**src/core/dxr_consts.svh**
```systemverilog
// Constants for the display extension register bank
// Function
// - CPU memory reads load four plane latches
// - Group bit picks standard or extra clocks
// - Three-bit code selects one clock source
// - Cursor mode: replace or XOR pixels
// - Blink disable makes cursor steady
// - Unused cursor attribute bits read zero
// - Switch strobe captures data bits 15-8
// - Switch strobe: write-only decode, data bits 7-0 ignored
// - Extensions reachable only after unlock 0EAh
// - Colour emulation ports pulse event strobe only in CGA mode
// - Mono emulation ports pulse event strobe only in CGA mode
// - CRTC index port strobes when events enabled
// - Emulation off stops port strobes, CRTC group events still fire
// - Bitmap enable forces 0B0000h 64K decode
// - Range 2 protect blocks CRTC 00-08
// - Ranges 1, 0 protect 09-0B and 0C
// - Event ranges strobe on CRTC group writes
// - Pointer AND mask then XOR pattern
`ifndef DXR_CONSTS_SVH
`define DXR_CONSTS_SVH
`define DXR_IX_LATCH0   8'ha0
`define DXR_IX_LATCH1   8'ha1
`define DXR_IX_LATCH2   8'ha2
`define DXR_IX_LATCH3   8'ha3
`define DXR_IX_CLKGRP   8'ha4
`define DXR_IX_CURATTR  8'ha5
`define DXR_IX_SWITCH_CAPTURE_STROBE    8'hea
`define DXR_IX_EMUL     8'heb
`define DXR_IX_SWREAD   8'hf7
`define DXR_IX_UNLOCK   8'h06
`define DXR_UNLOCK_KEY  8'hea
`define DXR_PORT_SEQIX  16'h03c4
`define DXR_PORT_SEQDAT 16'h03c5
`define DXR_PORT_CMODE  16'h03d8
`define DXR_PORT_CPAL   16'h03d9
`define DXR_PORT_CEXT   16'h03de
`define DXR_PORT_MMODE  16'h03b8
`define DXR_PORT_MCFG   16'h03bf
`define DXR_PORT_CCRTC  16'h03d4
`define DXR_PORT_MCRTC  16'h03b4
`define DXR_PORT_CDATA  16'h03d5
`define DXR_PORT_MDATA  16'h03b5
`define DXR_CUR_MASK    8'h89
`define DXR_CLKGRP_MASK 8'h10
`define DXR_CLKGRP_BIT  4
`define DXR_PTR_EN_BIT  7
`define DXR_CMODE_BIT   3
`define DXR_BLINK_BIT   0
`define DXR_RST_BYTE    8'h00
`define DXR_CRTC_A_LAST 8'h08
`define DXR_CRTC_B_LAST 8'h0b
`define DXR_CRTC_C      8'h0c
`define DXR_MAP_MONO    2'b11
`define DXR_PTR_LAST    5'h1f
`endif

```
**src/core/dxr_pkg.sv**
```systemverilog
// Types for the display extension register bank
`default_nettype none
package dxr_pkg;
   // Host I/O cycle
   typedef struct packed {
      logic        wr;
      logic        rd;
      logic [15:0] addr;
      logic [15:0] wdata;
   } dxr_io_t;
   // Emulation control fields
   typedef struct packed {
      logic       emul_en;
      logic       bitmap_en;
      logic [2:0] wprot;
      logic [2:0] evt_en;
   } dxr_emul_t;
   typedef enum logic [1:0] {
      DXR_ST_IDLE  = 2'b00,
      DXR_ST_PULSE = 2'b01
   } dxr_evt_st_t;
endpackage : dxr_pkg
`default_nettype wire

```
**src/core/dxr_latch_mem.sv**
```systemverilog
// Four plane read latches, one byte each
`default_nettype none
`include "dxr_consts.svh"
module dxr_latch_mem (
   input  wire logic        ref_clk,
   input  wire logic        sys_rst,
   input  wire logic        clk_en,
   input  wire logic        mem_load,
   input  wire logic [31:0] mem_data,
   input  wire logic        reg_wr,
   input  wire logic [1:0]  reg_sel,
   input  wire logic [7:0]  reg_wdata,
   output logic      [7:0]  rd_data_ff,
   output logic      [31:0] all_ff
);
   logic [7:0] lat_ff [4];

   genvar g;
   generate
      for (g = 0; g < 4; g++) begin : g_plane
         always_ff @(posedge ref_clk) begin
            if (sys_rst) begin
               lat_ff[g] <= `DXR_RST_BYTE;
            end else if (clk_en) begin
               if (mem_load) begin
                  lat_ff[g] <= mem_data[8*g +: 8];
               end else if (reg_wr && (reg_sel == 2'(g))) begin
                  lat_ff[g] <= reg_wdata;
               end
            end
         end
         assign all_ff[8*g +: 8] = lat_ff[g];
      end
   endgenerate

   // Registered read port
   always_ff @(posedge ref_clk) begin
      if (sys_rst) begin
         rd_data_ff <= `DXR_RST_BYTE;
      end else if (clk_en) begin
         rd_data_ff <= lat_ff[reg_sel];
      end
   end
endmodule : dxr_latch_mem
`default_nettype wire

```
**src/core/dxr_regs.sv**
```systemverilog
// Display extension register bank on the sequencer index/data port
`default_nettype none
`include "dxr_consts.svh"
module dxr_regs (
   input  wire logic           ref_clk,
   input  wire logic           sys_rst,
   input  wire logic           clk_en,
   input  wire dxr_pkg::dxr_io_t io,
   input  wire logic           mem_rd,
   input  wire logic [31:0]    mem_rdata,
   input  wire logic [1:0]     misc_clk_sel,
   input  wire logic           misc_cga_mode,
   input  wire logic           vret_protect,
   input  wire logic [1:0]     gfx_map_sel,
   input  wire logic [7:0]     crtc_index,
   input  wire logic [7:0]     video_in,
   input  wire logic           ptr_area,
   input  wire logic           ptr_and_bit,
   input  wire logic           ptr_xor_bit,
   input  wire logic           cur_on,
   input  wire logic           blink_phase,
   input  wire logic           cur_pix,
   output logic [7:0]          io_rdata_ff,
   output logic [2:0]          clk_src_ff,
   output logic                cur_xor_ff,
   output logic                cur_show_ff,
   output logic [7:0]          video_out_ff,
   output logic                crtc_wr_ok_ff,
   output logic [1:0]          mem_map_ff,
   output logic                evt_strobe_n_ff,
   output logic [31:0]         latches_ff
);
   logic [7:0]        seq_ix_ff;
   logic              unlocked_ff;
   logic              clkgrp_ff;
   logic [7:0]        cur_ff;
   logic [7:0]        sw_ff;
   dxr_pkg::dxr_emul_t emul_ff;
   dxr_pkg::dxr_evt_st_t evt_st_ff;
   logic [7:0]        lat_rd;
   logic              dat_wr;
   logic              dat_rd;
   logic              ext_wr;
   logic [2:0]        grp;
   logic              trig;
   logic [7:0]        nxt_rd;
   logic [7:0]        vmask;
   logic [7:0]        cur_pix8;

   // One-hot CRTC group: a=00-08, b=09-0B, c=0C
   function automatic logic [2:0] crtc_grp(input logic [7:0] ix);
      crtc_grp[2] = (ix <= `DXR_CRTC_A_LAST);
      crtc_grp[1] = (ix > `DXR_CRTC_A_LAST) && (ix <= `DXR_CRTC_B_LAST);
      crtc_grp[0] = (ix == `DXR_CRTC_C);
   endfunction : crtc_grp

   assign dat_wr = io.wr && (io.addr == `DXR_PORT_SEQDAT);
   assign dat_rd = io.rd && (io.addr == `DXR_PORT_SEQDAT);
   assign ext_wr = dat_wr && unlocked_ff;
   assign grp    = crtc_grp(crtc_index);

   ////////////////////////////////////////////////////////////
   always_ff @(posedge ref_clk) begin
      if (sys_rst) begin
         seq_ix_ff <= `DXR_RST_BYTE;
      end else if (clk_en && io.wr && io.addr == `DXR_PORT_SEQIX) begin
         seq_ix_ff <= io.wdata[7:0];
      end
   end

   always_ff @(posedge ref_clk) begin
      if (sys_rst) begin
         unlocked_ff <= 1'b0;
      end else if (clk_en && dat_wr && seq_ix_ff == `DXR_IX_UNLOCK) begin
         unlocked_ff <= (io.wdata[7:0] == `DXR_UNLOCK_KEY);
      end
   end

   dxr_latch_mem u_lat (
      .ref_clk   (ref_clk),
      .sys_rst   (sys_rst),
      .clk_en    (clk_en),
      .mem_load  (mem_rd),
      .mem_data  (mem_rdata),
      .reg_wr    (ext_wr && seq_ix_ff[7:2] == 6'(`DXR_IX_LATCH0 >> 2)),
      .reg_sel   (seq_ix_ff[1:0]),
      .reg_wdata (io.wdata[7:0]),
      .rd_data_ff(lat_rd),
      .all_ff    (latches_ff)
   );

   ////////////////////////////////////////////////////////////
   // clock group bit, left to software
   always_ff @(posedge ref_clk) begin
      if (sys_rst) begin
         clkgrp_ff <= 1'b0;
      end else if (clk_en && ext_wr && seq_ix_ff == `DXR_IX_CLKGRP) begin
         clkgrp_ff <= io.wdata[`DXR_CLKGRP_BIT];
      end
   end

   always_ff @(posedge ref_clk) begin
      if (sys_rst) begin
         clk_src_ff <= 3'h0;
      end else if (clk_en) begin
         clk_src_ff <= {clkgrp_ff, misc_clk_sel};
      end
   end

   always_ff @(posedge ref_clk) begin
      if (sys_rst) begin
         cur_ff <= `DXR_RST_BYTE;
      end else if (clk_en && ext_wr && seq_ix_ff == `DXR_IX_CURATTR) begin
         cur_ff <= io.wdata[7:0] & `DXR_CUR_MASK;
      end
   end

   always_ff @(posedge ref_clk) begin
      if (sys_rst) begin
         sw_ff <= `DXR_RST_BYTE;
      end else if (clk_en && ext_wr && seq_ix_ff == `DXR_IX_SWITCH_CAPTURE_STROBE) begin
         sw_ff <= io.wdata[15:8];
      end
   end

   always_ff @(posedge ref_clk) begin
      if (sys_rst) begin
         emul_ff <= '0;
      end else if (clk_en && ext_wr && seq_ix_ff == `DXR_IX_EMUL) begin
         emul_ff <= io.wdata[7:0];
      end
   end

   ////////////////////////////////////////////////////////////
   // Locked bank reads as zero; strobe index has no readback
   always_comb begin
      nxt_rd = `DXR_RST_BYTE;
      if (seq_ix_ff == `DXR_IX_UNLOCK) begin
         nxt_rd = {7'h00, unlocked_ff};
      end else if (unlocked_ff) begin
         case (seq_ix_ff)
            `DXR_IX_LATCH0, `DXR_IX_LATCH1,
            `DXR_IX_LATCH2, `DXR_IX_LATCH3: nxt_rd = lat_rd;
            `DXR_IX_CLKGRP:  nxt_rd = {3'h0, clkgrp_ff, 4'h0};
            `DXR_IX_CURATTR: nxt_rd = cur_ff;
            `DXR_IX_EMUL:    nxt_rd = emul_ff;
            `DXR_IX_SWREAD:  nxt_rd = sw_ff;
            default:         nxt_rd = `DXR_RST_BYTE;
         endcase
      end
   end

   always_ff @(posedge ref_clk) begin
      if (sys_rst) begin
         io_rdata_ff <= `DXR_RST_BYTE;
      end else if (clk_en && dat_rd) begin
         io_rdata_ff <= nxt_rd;
      end
   end

   ////////////////////////////////////////////////////////////
   // cursor replace or XOR
   always_ff @(posedge ref_clk) begin
      if (sys_rst) begin
         cur_xor_ff <= 1'b0;
      end else if (clk_en) begin
         cur_xor_ff <= cur_ff[`DXR_CMODE_BIT];
      end
   end

   always_ff @(posedge ref_clk) begin
      if (sys_rst) begin
         cur_show_ff <= 1'b0;
      end else if (clk_en) begin
         cur_show_ff <= cur_on && (cur_ff[`DXR_BLINK_BIT] || blink_phase);
      end
   end

   // Cursor merge then pointer, pointer sits last in the path
   always_comb begin
      cur_pix8 = {8{cur_pix}};
      vmask    = video_in;
      if (cur_on && (cur_ff[`DXR_BLINK_BIT] || blink_phase)) begin
         vmask = cur_ff[`DXR_CMODE_BIT] ? (video_in ^ cur_pix8)
                                        : (cur_pix ? cur_pix8 : video_in);
      end
   end

   always_ff @(posedge ref_clk) begin
      if (sys_rst) begin
         video_out_ff <= `DXR_RST_BYTE;
      end else if (clk_en) begin
         if (cur_ff[`DXR_PTR_EN_BIT] && ptr_area) begin
            video_out_ff <= (vmask & {8{ptr_and_bit}}) ^ {8{ptr_xor_bit}};
         end else begin
            video_out_ff <= vmask;
         end
      end
   end

   ////////////////////////////////////////////////////////////
   // bitmap forces mono 64K map
   always_ff @(posedge ref_clk) begin
      if (sys_rst) begin
         mem_map_ff <= 2'h0;
      end else if (clk_en) begin
         mem_map_ff <= emul_ff.bitmap_en ? `DXR_MAP_MONO : gfx_map_sel;
      end
   end

   // range 2 or retrace bit blocks
   always_ff @(posedge ref_clk) begin
      if (sys_rst) begin
         crtc_wr_ok_ff <= 1'b1;
      end else if (clk_en) begin
         crtc_wr_ok_ff <= !(grp[2] && (emul_ff.wprot[2] || vret_protect))
                       && !(grp[1] && emul_ff.wprot[1])
                       && !(grp[0] && emul_ff.wprot[0]);
      end
   end

   ////////////////////////////////////////////////////////////
   always_comb begin
      trig = 1'b0;
      if (io.wr && emul_ff.emul_en) begin
         if (misc_cga_mode && (io.addr == `DXR_PORT_CMODE ||
             io.addr == `DXR_PORT_CPAL || io.addr == `DXR_PORT_CEXT)) begin
            trig = 1'b1;
         end
         if (misc_cga_mode && (io.addr == `DXR_PORT_MMODE ||
             io.addr == `DXR_PORT_MCFG)) begin
            trig = 1'b1;
         end
         if (|emul_ff.evt_en && (io.addr == `DXR_PORT_CCRTC ||
             io.addr == `DXR_PORT_MCRTC)) begin
            trig = 1'b1;
         end
      end
      // CRTC group events, not gated by emulation enable
      if (io.wr && |(grp & emul_ff.evt_en) && (io.addr == `DXR_PORT_CDATA ||
          io.addr == `DXR_PORT_MDATA)) begin
         trig = 1'b1;
      end
   end

   always_ff @(posedge ref_clk) begin
      if (sys_rst) begin
         evt_st_ff       <= dxr_pkg::DXR_ST_IDLE;
         evt_strobe_n_ff <= 1'b1;
      end else if (clk_en) begin
         case (evt_st_ff)
            dxr_pkg::DXR_ST_IDLE: begin
               evt_strobe_n_ff <= !trig;
               if (trig) begin
                  evt_st_ff <= dxr_pkg::DXR_ST_PULSE;
               end
            end
            dxr_pkg::DXR_ST_PULSE: begin
               evt_strobe_n_ff <= !trig;
               if (!trig) begin
                  evt_st_ff <= dxr_pkg::DXR_ST_IDLE;
               end
            end
            default: begin
               evt_st_ff       <= dxr_pkg::DXR_ST_IDLE;
               evt_strobe_n_ff <= 1'b1;
            end
         endcase
      end
   end

   ////////////////////////////////////////////////////////////
   a_strobe_cause: assert property (@(posedge ref_clk) disable iff (sys_rst)
      clk_en && $past(clk_en) && !evt_strobe_n_ff |-> $past(trig))
      else $error("strobe without cause");
   a_strobe_fires: assert property (@(posedge ref_clk) disable iff (sys_rst)
      clk_en && trig |=> !evt_strobe_n_ff)
      else $error("strobe missed");
   a_emul_off: assert property (@(posedge ref_clk) disable iff (sys_rst)
      clk_en && !emul_ff.emul_en && io.wr && io.addr == `DXR_PORT_CMODE
      |=> evt_strobe_n_ff)
      else $error("strobe with emulation off");
   a_cur_zero: assert property (@(posedge ref_clk) disable iff (sys_rst)
      (cur_ff & ~`DXR_CUR_MASK) == 8'h00)
      else $error("unused cursor bit set");
   a_lock_gate: assert property (@(posedge ref_clk) disable iff (sys_rst)
      clk_en && !unlocked_ff && dat_wr && seq_ix_ff == `DXR_IX_EMUL
      |=> $stable(emul_ff))
      else $error("locked write took effect");
   a_clk_code: assert property (@(posedge ref_clk) disable iff (sys_rst)
      clk_en |=> clk_src_ff == {$past(clkgrp_ff), $past(misc_clk_sel)})
      else $error("clock code wrong");
   a_sw_capture: assert property (@(posedge ref_clk) disable iff (sys_rst)
      clk_en && ext_wr && seq_ix_ff == `DXR_IX_SWITCH_CAPTURE_STROBE
      |=> sw_ff == $past(io.wdata[15:8]))
      else $error("switch capture wrong");
   a_map_force: assert property (@(posedge ref_clk) disable iff (sys_rst)
      clk_en && emul_ff.bitmap_en |=> mem_map_ff == `DXR_MAP_MONO)
      else $error("mono map not forced");
   a_wprot_grp: assert property (@(posedge ref_clk) disable iff (sys_rst)
      clk_en && grp[0] && emul_ff.wprot[0] |=> !crtc_wr_ok_ff)
      else $error("register 0C not protected");
   a_ptr_off: assert property (@(posedge ref_clk) disable iff (sys_rst)
      clk_en && !cur_ff[`DXR_PTR_EN_BIT] |=> video_out_ff == $past(vmask))
      else $error("pointer drawn while disabled");
   c_strobe: cover property (@(posedge ref_clk) !evt_strobe_n_ff);
   c_unlock: cover property (@(posedge ref_clk) $rose(unlocked_ff));
   c_ptr: cover property (@(posedge ref_clk) cur_ff[`DXR_PTR_EN_BIT] && ptr_area);
endmodule : dxr_regs
`default_nettype wire

```
**config.mk**
```make
export PLATFORM = sky130hd
export DESIGN_NAME = dxr_regs
export DESIGN_NICKNAME = d
export VERILOG_FILES = /design/src/core/dxr_pkg.sv /design/src/core/dxr_latch_mem.sv /design/src/core/dxr_regs.sv
export VERILOG_INCLUDE_DIRS = /design/src /design/src/core
export SDC_FILE = /design/constraint.sdc
export NUM_CORES = 1
export LEC_CHECK = 0
export ABC_AREA = 1
export BUFFER_PORTS_ARGS = -buffer_cell sky130_fd_sc_hd__buf_2
export CAP_MARGIN = 10
export CORE_ASPECT_RATIO = 0.6
export CORE_MARGIN = 3
export CORE_UTILIZATION = 48
export DETAILED_ROUTE_END_ITERATION = 8
export PLACE_DENSITY = 0.76
export SLEW_MARGIN = 20
export SYNTH_ARGS = -nofsm -noshare
export SYNTH_HDL_FRONTEND = slang
export SYNTH_SLANG_ARGS = --single-unit
```
**constraint.sdc**
```tcl
create_clock -name ref_clk -period 5.9 [get_ports ref_clk]
set_input_delay 1.77 -clock ref_clk [delete_from_list [all_inputs] [get_ports ref_clk]]
set_output_delay 1.77 -clock ref_clk [all_outputs]
set_load 0.01 [all_outputs]
```
== Word-level counts from Yosys, hierarchy flattened ==
Memories as Yosys holds them, arrays and structs flattened. A register that Yosys moved wholly into a read port is not among the register bits.
Index checks and enable logic that the tools add are counted.
Widths: inputs -> output; s select.

* Register bits: 56
* Bits in writable memories: 32
* Input bits: 98
* Output and inout bits: 57
* Logic and storage cells: 165
* Memories kept: 1

* $lt $le $gt $ge: 3
* Eq/ne operators: 30
* Multiplexer cells: 51
* Bitwise operators: 12
* Reduce and logical (&&, ||, !) cells: 50

{| class="wikitable"
|+ Memories
! name !! words !! bits a word !! read ports !! clocked after Yosys merged registers in !! wr ports !! line !! source
|-
| u_lat.lat_ff || 4 || 8 || 5 || 1 || 4 || dxr_latch_mem.sv:16 || <nowiki>logic [7:0] lat_ff [4];</nowiki>
|}

{| class="wikitable"
|+ Operator list
! kind !! count
|-
| $eq 16x10->1 const B || 11
|-
| $mux 8 || 14
|-
| $eq 8x8->1 const B || 10
|-
| $pmux 8 s5 || 1
|-
| $logic_and 1x1->1 || 32
|-
| $mux 1 || 32
|-
| $le 8x4->1 const B || 2
|-
| $xor 8x8->8 || 2
|-
| $and 8x8->8 || 1
|-
| $eq 8x3->1 const B || 1
|-
| $eq 8x4->1 const B || 1
|-
| $gt 8x4->1 const B || 1
|-
| $or 1x1->1 || 8
|-
| $logic_or 1x1->1 || 7
|-
| $eq 6x6->1 const B || 1
|-
| $mux 2 || 3
|-
| $reduce_or 3->1 || 2
|-
| $eq 2x1->1 const B || 2
|-
| $eq 2x2->1 const B || 2
|-
| $logic_not 1->1 || 4
|-
| $logic_not 2->1 || 2
|-
| $ne 2x2->1 const B || 2
|-
| $pmux 2 s2 || 1
|-
| $reduce_or 4->1 || 1
|-
| other kinds (3) || 3
|}

== Logic depth before layout (Yosys ltp) ==
* Depth after elaboration: 11
* Gate-level depth with buffers: 11
* Depth with buffers taken out: 11

== Cells and area by module ==
A second synthesis with hierarchy kept.

* Cells, all modules: 730
* Area, all modules: 5,267.6 um^2

{| class="wikitable"
|+ Modules (own cells, without submodules)
! module !! instances !! cells each !! area an instance (um^2) !! sequential area each (um^2)
|-
| dxr_regs || 1 || 491 || 3,178.0 || 1,081.0
|-
| dxr_latch_mem || 1 || 239 || 2,089.5 || 1,121.1
|}

== Worst setup path before layout ==
No wires, ideal clock.

* Path type: input-to-reg
* From: input io[31] (netlist name)
* To: memory u_lat.lat_ff[0][0] (enable)
* Library setup time: 0.329 ns
* Arrival: 2.921 ns
* Data required time: 5.571 ns
* Slack: 2.650 ns
* Stages: 7
* Path buffers: 0
* Cells stage by stage: nor2_1 > nand2_1 > nor2_4 > nand3_4 > nor3_4 > nand2_2 > nand2_1

{| class="wikitable"
|+ RTL lines
! what !! line !! source
|-
| from (decl) || dxr_regs.sv:8 || <nowiki>input wire dxr_pkg::dxr_io_t io,</nowiki>
|-
| to (decl) || dxr_latch_mem.sv:16 ||
|}

==> results.sh <==
export IMPL_critPathLaunch="clk_en"
export IMPL_final_period_minus_worst_setup_slack_ns=3.79
export IMPL_place_inst=921
export IMPL_mappedNetlistArea_sq_um=5000
export IMPL_crit_path_max_fanout=47
export IMPL_max_slew_worst_pin_slew_ns=0.817
export IMPL_postCtsHoldBufs=0
export IMPL_finalNonFillerCells=937
export IMPL_pin_count_of_the_biggest_net_entering_global_routing=48
export IMPL_timing_final_ws_setup_ns=2.11
export IMPL_post_drt_wl_per_cell_um=16.6
export IMPL_skew_pair_late_insertion_delay_ns=0.35
export IMPL_dieHeight_um=85.0
export IMPL_final_net_count=903
export IMPL_worst_path_largest_cell_delay_ns=0.60
export IMPL_tritoncts="yes"
export IMPL_insertedDiodeCount=0
export IMPL_final_cell_area_sq_um=6110
export IMPL_netlist_instances=652
export IMPL_end_kind="register"
export IMPL_grt_setup_unrepaired="no"
export IMPL_gp_congestion=0.946
export IMPL_hp_class="register to register"
export IMPL_globalRouteOverflowTotal=0
export IMPL_placement_io_buffers=154
export IMPL_final_hold_worst_slack_ns=0.467
export IMPL_syn_avg_cell_area_sq_um=7.67
export IMPL_cp_start_kind="input pin"
export IMPL_pin_count=155
export IMPL_yosys_top_cells_area="sky130_fd_sc_hd__dfxtp_1 25%, sky130_fd_sc_hd__edfxtp_1 19%, sky130_fd_sc_hd__nand2_1 8.0%"
export IMPL_initialDrtViolationCount=451
export IMPL_timing_critical_path_to="u_lat.lat_ff[1][3]$_DFFE_PP_"
export IMPL_synth_fp_nets=758
export IMPL_timing_reg2reg_worst_path_depth=4
export IMPL_r2r_setup_slack_ns=3.55
export IMPL_ctsLongestPathBuffers=2
export IMPL_route_vias_total=5205
export IMPL_chip_width_um=138
export IMPL_floorplan_initialDensity=0.501
export IMPL_synth_distinct_cells=39
export IMPL_critPathRequiredTime_ns=5.90
export IMPL_cts_repair_timing_setup_buffer_count=0
export IMPL_outcome="completed"
export IMPL_fillCellCount=923
export IMPL_ctsRootBufferMaster="sky130_fd_sc_hd__clkbuf_16"
export IMPL_place_detailed_hpwl_um=12000
export IMPL_antenna_found_initial=0
export IMPL_grt_first_pass_wirelength_um=23900
export IMPL_syn2layout_area_growth_pct=22.3
export IMPL_drt_antenna_violating_nets=0
export IMPL_final_max_slew_violation_count=0
export IMPL_cap_violations=0
export IMPL_r2r_end="u_lat.lat_ff[1][3]$_DFFE_PP_"
export IMPL_synth_yosys_seq_area_share=0.441
export IMPL_vias_per_cell=5.55
export IMPL_drc=0
export IMPL_cp_slowest_cell="sky130_fd_sc_hd__buf_2"
export IMPL_finalHoldViolations=0
export IMPL_core_area_sq_um=9980
export IMPL_postSynthRegisterBits=94
export IMPL_cts_clk_slew_worst_paths_ns=0.07
export IMPL_final_period_utilization=0.643
export IMPL_synth_top_cell_by_area="sky130_fd_sc_hd__dfxtp_1"
export IMPL_power_density_nw_per_um2=236
export IMPL_synth_warning_count=0
export IMPL_floorplan_die_area_sq_um=11700
export IMPL_ir_drop_mv=0.174
export IMPL_setup_violations=0
export IMPL_timing_critical_path_mode_cell="sky130_fd_sc_hd__nand2_1"
export IMPL_post_placement_cell_area_sq_um=5830
export IMPL_crit_path_cell_trace="buf_2 > nand2_1 > nor2_1 > nand3_4 > nor3_4 > nand2_2 > nand2_1"
export IMPL_tritoncts_num_buffers=9
export IMPL_slew_headroom=0.456
export IMPL_drive_above_1_share=0.244
export IMPL_final_setup_skew_ns=0.00704
export IMPL_post_synth_top_area_fraction=0.248
export IMPL_grt_pass1_vias=4815
export IMPL_leakage_nw=2.93
export IMPL_detailedPlace_worstSlack_ns=1.73
export IMPL_finalCoreUtilization=0.612
export IMPL_worst_endpoint_arrival_ns=3.79
export IMPL_timing_worst_setup_path_type="input pin to register"
export IMPL_grt_use_total=0.262
export IMPL_max_clock_freq_mhz=264
export IMPL_routed_wl_um=15500
export IMPL_drt_pass1_iterations=5
export IMPL_final_setup_tns_ns=0
export IMPL_placementRows=28
export IMPL_regToRegStartpoint="seq_ix_ff[0]$_SDFFE_PP0P_"
export IMPL_power_total_mw=1.44
export IMPL_cts_resized=0
export IMPL_cts_htree_levels=3
export IMPL_cts_num_sinks=94
-- Yosys cell counts --
| cell type | instances |
|---|---|
| sky130_fd_sc_hd__o211ai_1 | 9 |
| sky130_fd_sc_hd__o21ai_2 | 1 |
| sky130_fd_sc_hd__nand2_1 | 106 |
| sky130_fd_sc_hd__buf_2 | 1 |
| sky130_fd_sc_hd__nand3_4 | 2 |
| sky130_fd_sc_hd__nand4_1 | 10 |
| sky130_fd_sc_hd__dfxtp_1 | 62 |
| sky130_fd_sc_hd__nor4_1 | 2 |
| sky130_fd_sc_hd__clkbuf_8 | 1 |
| sky130_fd_sc_hd__buf_6 | 4 |
| sky130_fd_sc_hd__or2_2 | 1 |
| sky130_fd_sc_hd__inv_1 | 91 |
| sky130_fd_sc_hd__a41oi_1 | 8 |
| sky130_fd_sc_hd__nor2_2 | 4 |
| sky130_fd_sc_hd__buf_1 | 1 |
| sky130_fd_sc_hd__nand2_2 | 4 |
| sky130_fd_sc_hd__nor3_1 | 5 |
| sky130_fd_sc_hd__nand3_1 | 67 |
| sky130_fd_sc_hd__inv_2 | 3 |
| sky130_fd_sc_hd__clkbuf_1 | 14 |
| sky130_fd_sc_hd__o22ai_1 | 32 |
| sky130_fd_sc_hd__nor2_1 | 75 |
| sky130_fd_sc_hd__nor2_4 | 3 |
| sky130_fd_sc_hd__o21ai_1 | 2 |
| sky130_fd_sc_hd__or3_1 | 1 |
| sky130_fd_sc_hd__a21oi_1 | 24 |
| sky130_fd_sc_hd__nand3_2 | 1 |
| sky130_fd_sc_hd__ha_1 | 8 |
| sky130_fd_sc_hd__a211oi_1 | 1 |
| sky130_fd_sc_hd__clkinv_1 | 3 |
| sky130_fd_sc_hd__nor4b_1 | 2 |
| sky130_fd_sc_hd__xor2_1 | 7 |
| sky130_fd_sc_hd__nor3_4 | 2 |
| sky130_fd_sc_hd__o21ai_0 | 50 |
| sky130_fd_sc_hd__nand2_4 | 1 |
| sky130_fd_sc_hd__edfxtp_1 | 32 |
| sky130_fd_sc_hd__nor3_2 | 3 |
| sky130_fd_sc_hd__o221ai_1 | 1 |
| sky130_fd_sc_hd__a22oi_1 | 8 |
-- worst min path at each step --
| stage | start | end | cells after the start |
|---|---|---|---|
| floorplan | clkgrp_ff$_SDFFE_PP0P_ | clk_src_ff[2]$_SDFFE_PP0P_ | 2 |
| global placement | io_rdata_ff[2]$_SDFFE_PP0P_ | io_rdata_ff[2]$_SDFFE_PP0P_ | 2 |
| detailed placement | io_rdata_ff[2]$_SDFFE_PP0P_ | io_rdata_ff[2]$_SDFFE_PP0P_ | 2 |
| CTS | io_rdata_ff[2]$_SDFFE_PP0P_ | io_rdata_ff[2]$_SDFFE_PP0P_ | 2 |
| global route | io_rdata_ff[3]$_SDFFE_PP0P_ | io_rdata_ff[3]$_SDFFE_PP0P_ | 2 |
| finish | io_rdata_ff[2]$_SDFFE_PP0P_ | io_rdata_ff[2]$_SDFFE_PP0P_ | 2 |
-- per-layer routing --
metal  part of all wire  wire length (um)  vias up  track usage
met4              0.014               221        0       0.0628
met1               0.44              6880     2404        0.379
li1                   -                 -     2509            -
met3               0.11              1700       27       0.0640
met2               0.43              6730      265        0.397
met5                  0                 0        -            0
-- power by group --
group          internal, mW  switching (mW)
combinational        0.0674           0.101
clock                 0.290           0.262
sequential            0.701          0.0201
total                  1.06           0.383
-- kinds of logic after synthesis --
kind of cell,share of synthesized area
and+or+nand+nor,0.270
adders and majority gates,0.0200
AOI/OAI and AO/OA,0.161
buffers and inverters,0.0969
xor gates and xnor gates,0.0123
DFF,0.441
-- worst max-delay path, delay by kind of cell --
family | cells | cell delay (ns)
buf+inv | 1 | 0.60
simple gates | 6 | 1.40
-- registers in the layout, indices dropped and copies added (netlist names), 2 cells and up --
signal / count
u_lat.lat_ff: 32
mem_map_ff: 2
video_out_ff: 8
clk_src_ff: 3
emul_ff: 8
u_lat.rd_data_ff: 8
cur_ff: 3
seq_ix_ff: 8
sw_ff: 8
io_rdata_ff: 8
-- cells in the final DEF (no fill, tap or decap), types with 9 or more instances in the layout --
| cell | n |
|---|---|
| sky130_fd_sc_hd__nand4_1 | 10 |
| sky130_fd_sc_hd__nor2_1 | 75 |
| sky130_fd_sc_hd__edfxtp_1 | 32 |
| sky130_fd_sc_hd__o21ai_0 | 50 |
| sky130_fd_sc_hd__buf_2 | 154 |
| sky130_fd_sc_hd__nand2_1 | 106 |
| sky130_fd_sc_hd__dfxtp_1 | 62 |
| sky130_fd_sc_hd__clkbuf_16 | 9 |
| sky130_fd_sc_hd__o22ai_1 | 32 |
| sky130_fd_sc_hd__nand3_1 | 66 |
| sky130_fd_sc_hd__o211ai_1 | 9 |
| sky130_fd_sc_hd__inv_1 | 91 |
| sky130_fd_sc_hd__a21oi_1 | 24 |
-- layout make-up --
| cell class | instances | area [sq um] | area share |
|---|---|---|---|
| Tap cell | 135 | 169 | 0.0276 |
| Timing Repair Buffer | 155 | 778 | 0.127 |
| Clock buffer | 9 | 225 | 0.0369 |
| Sequential cell | 94 | 2200 | 0.360 |
| Inverter | 97 | 364 | 0.0596 |
| Multi-Input combinational cell | 440 | 2320 | 0.379 |
| Clock inverter | 7 | 55.1 | 0.00901 |
(Power assumes the default switching activity.)
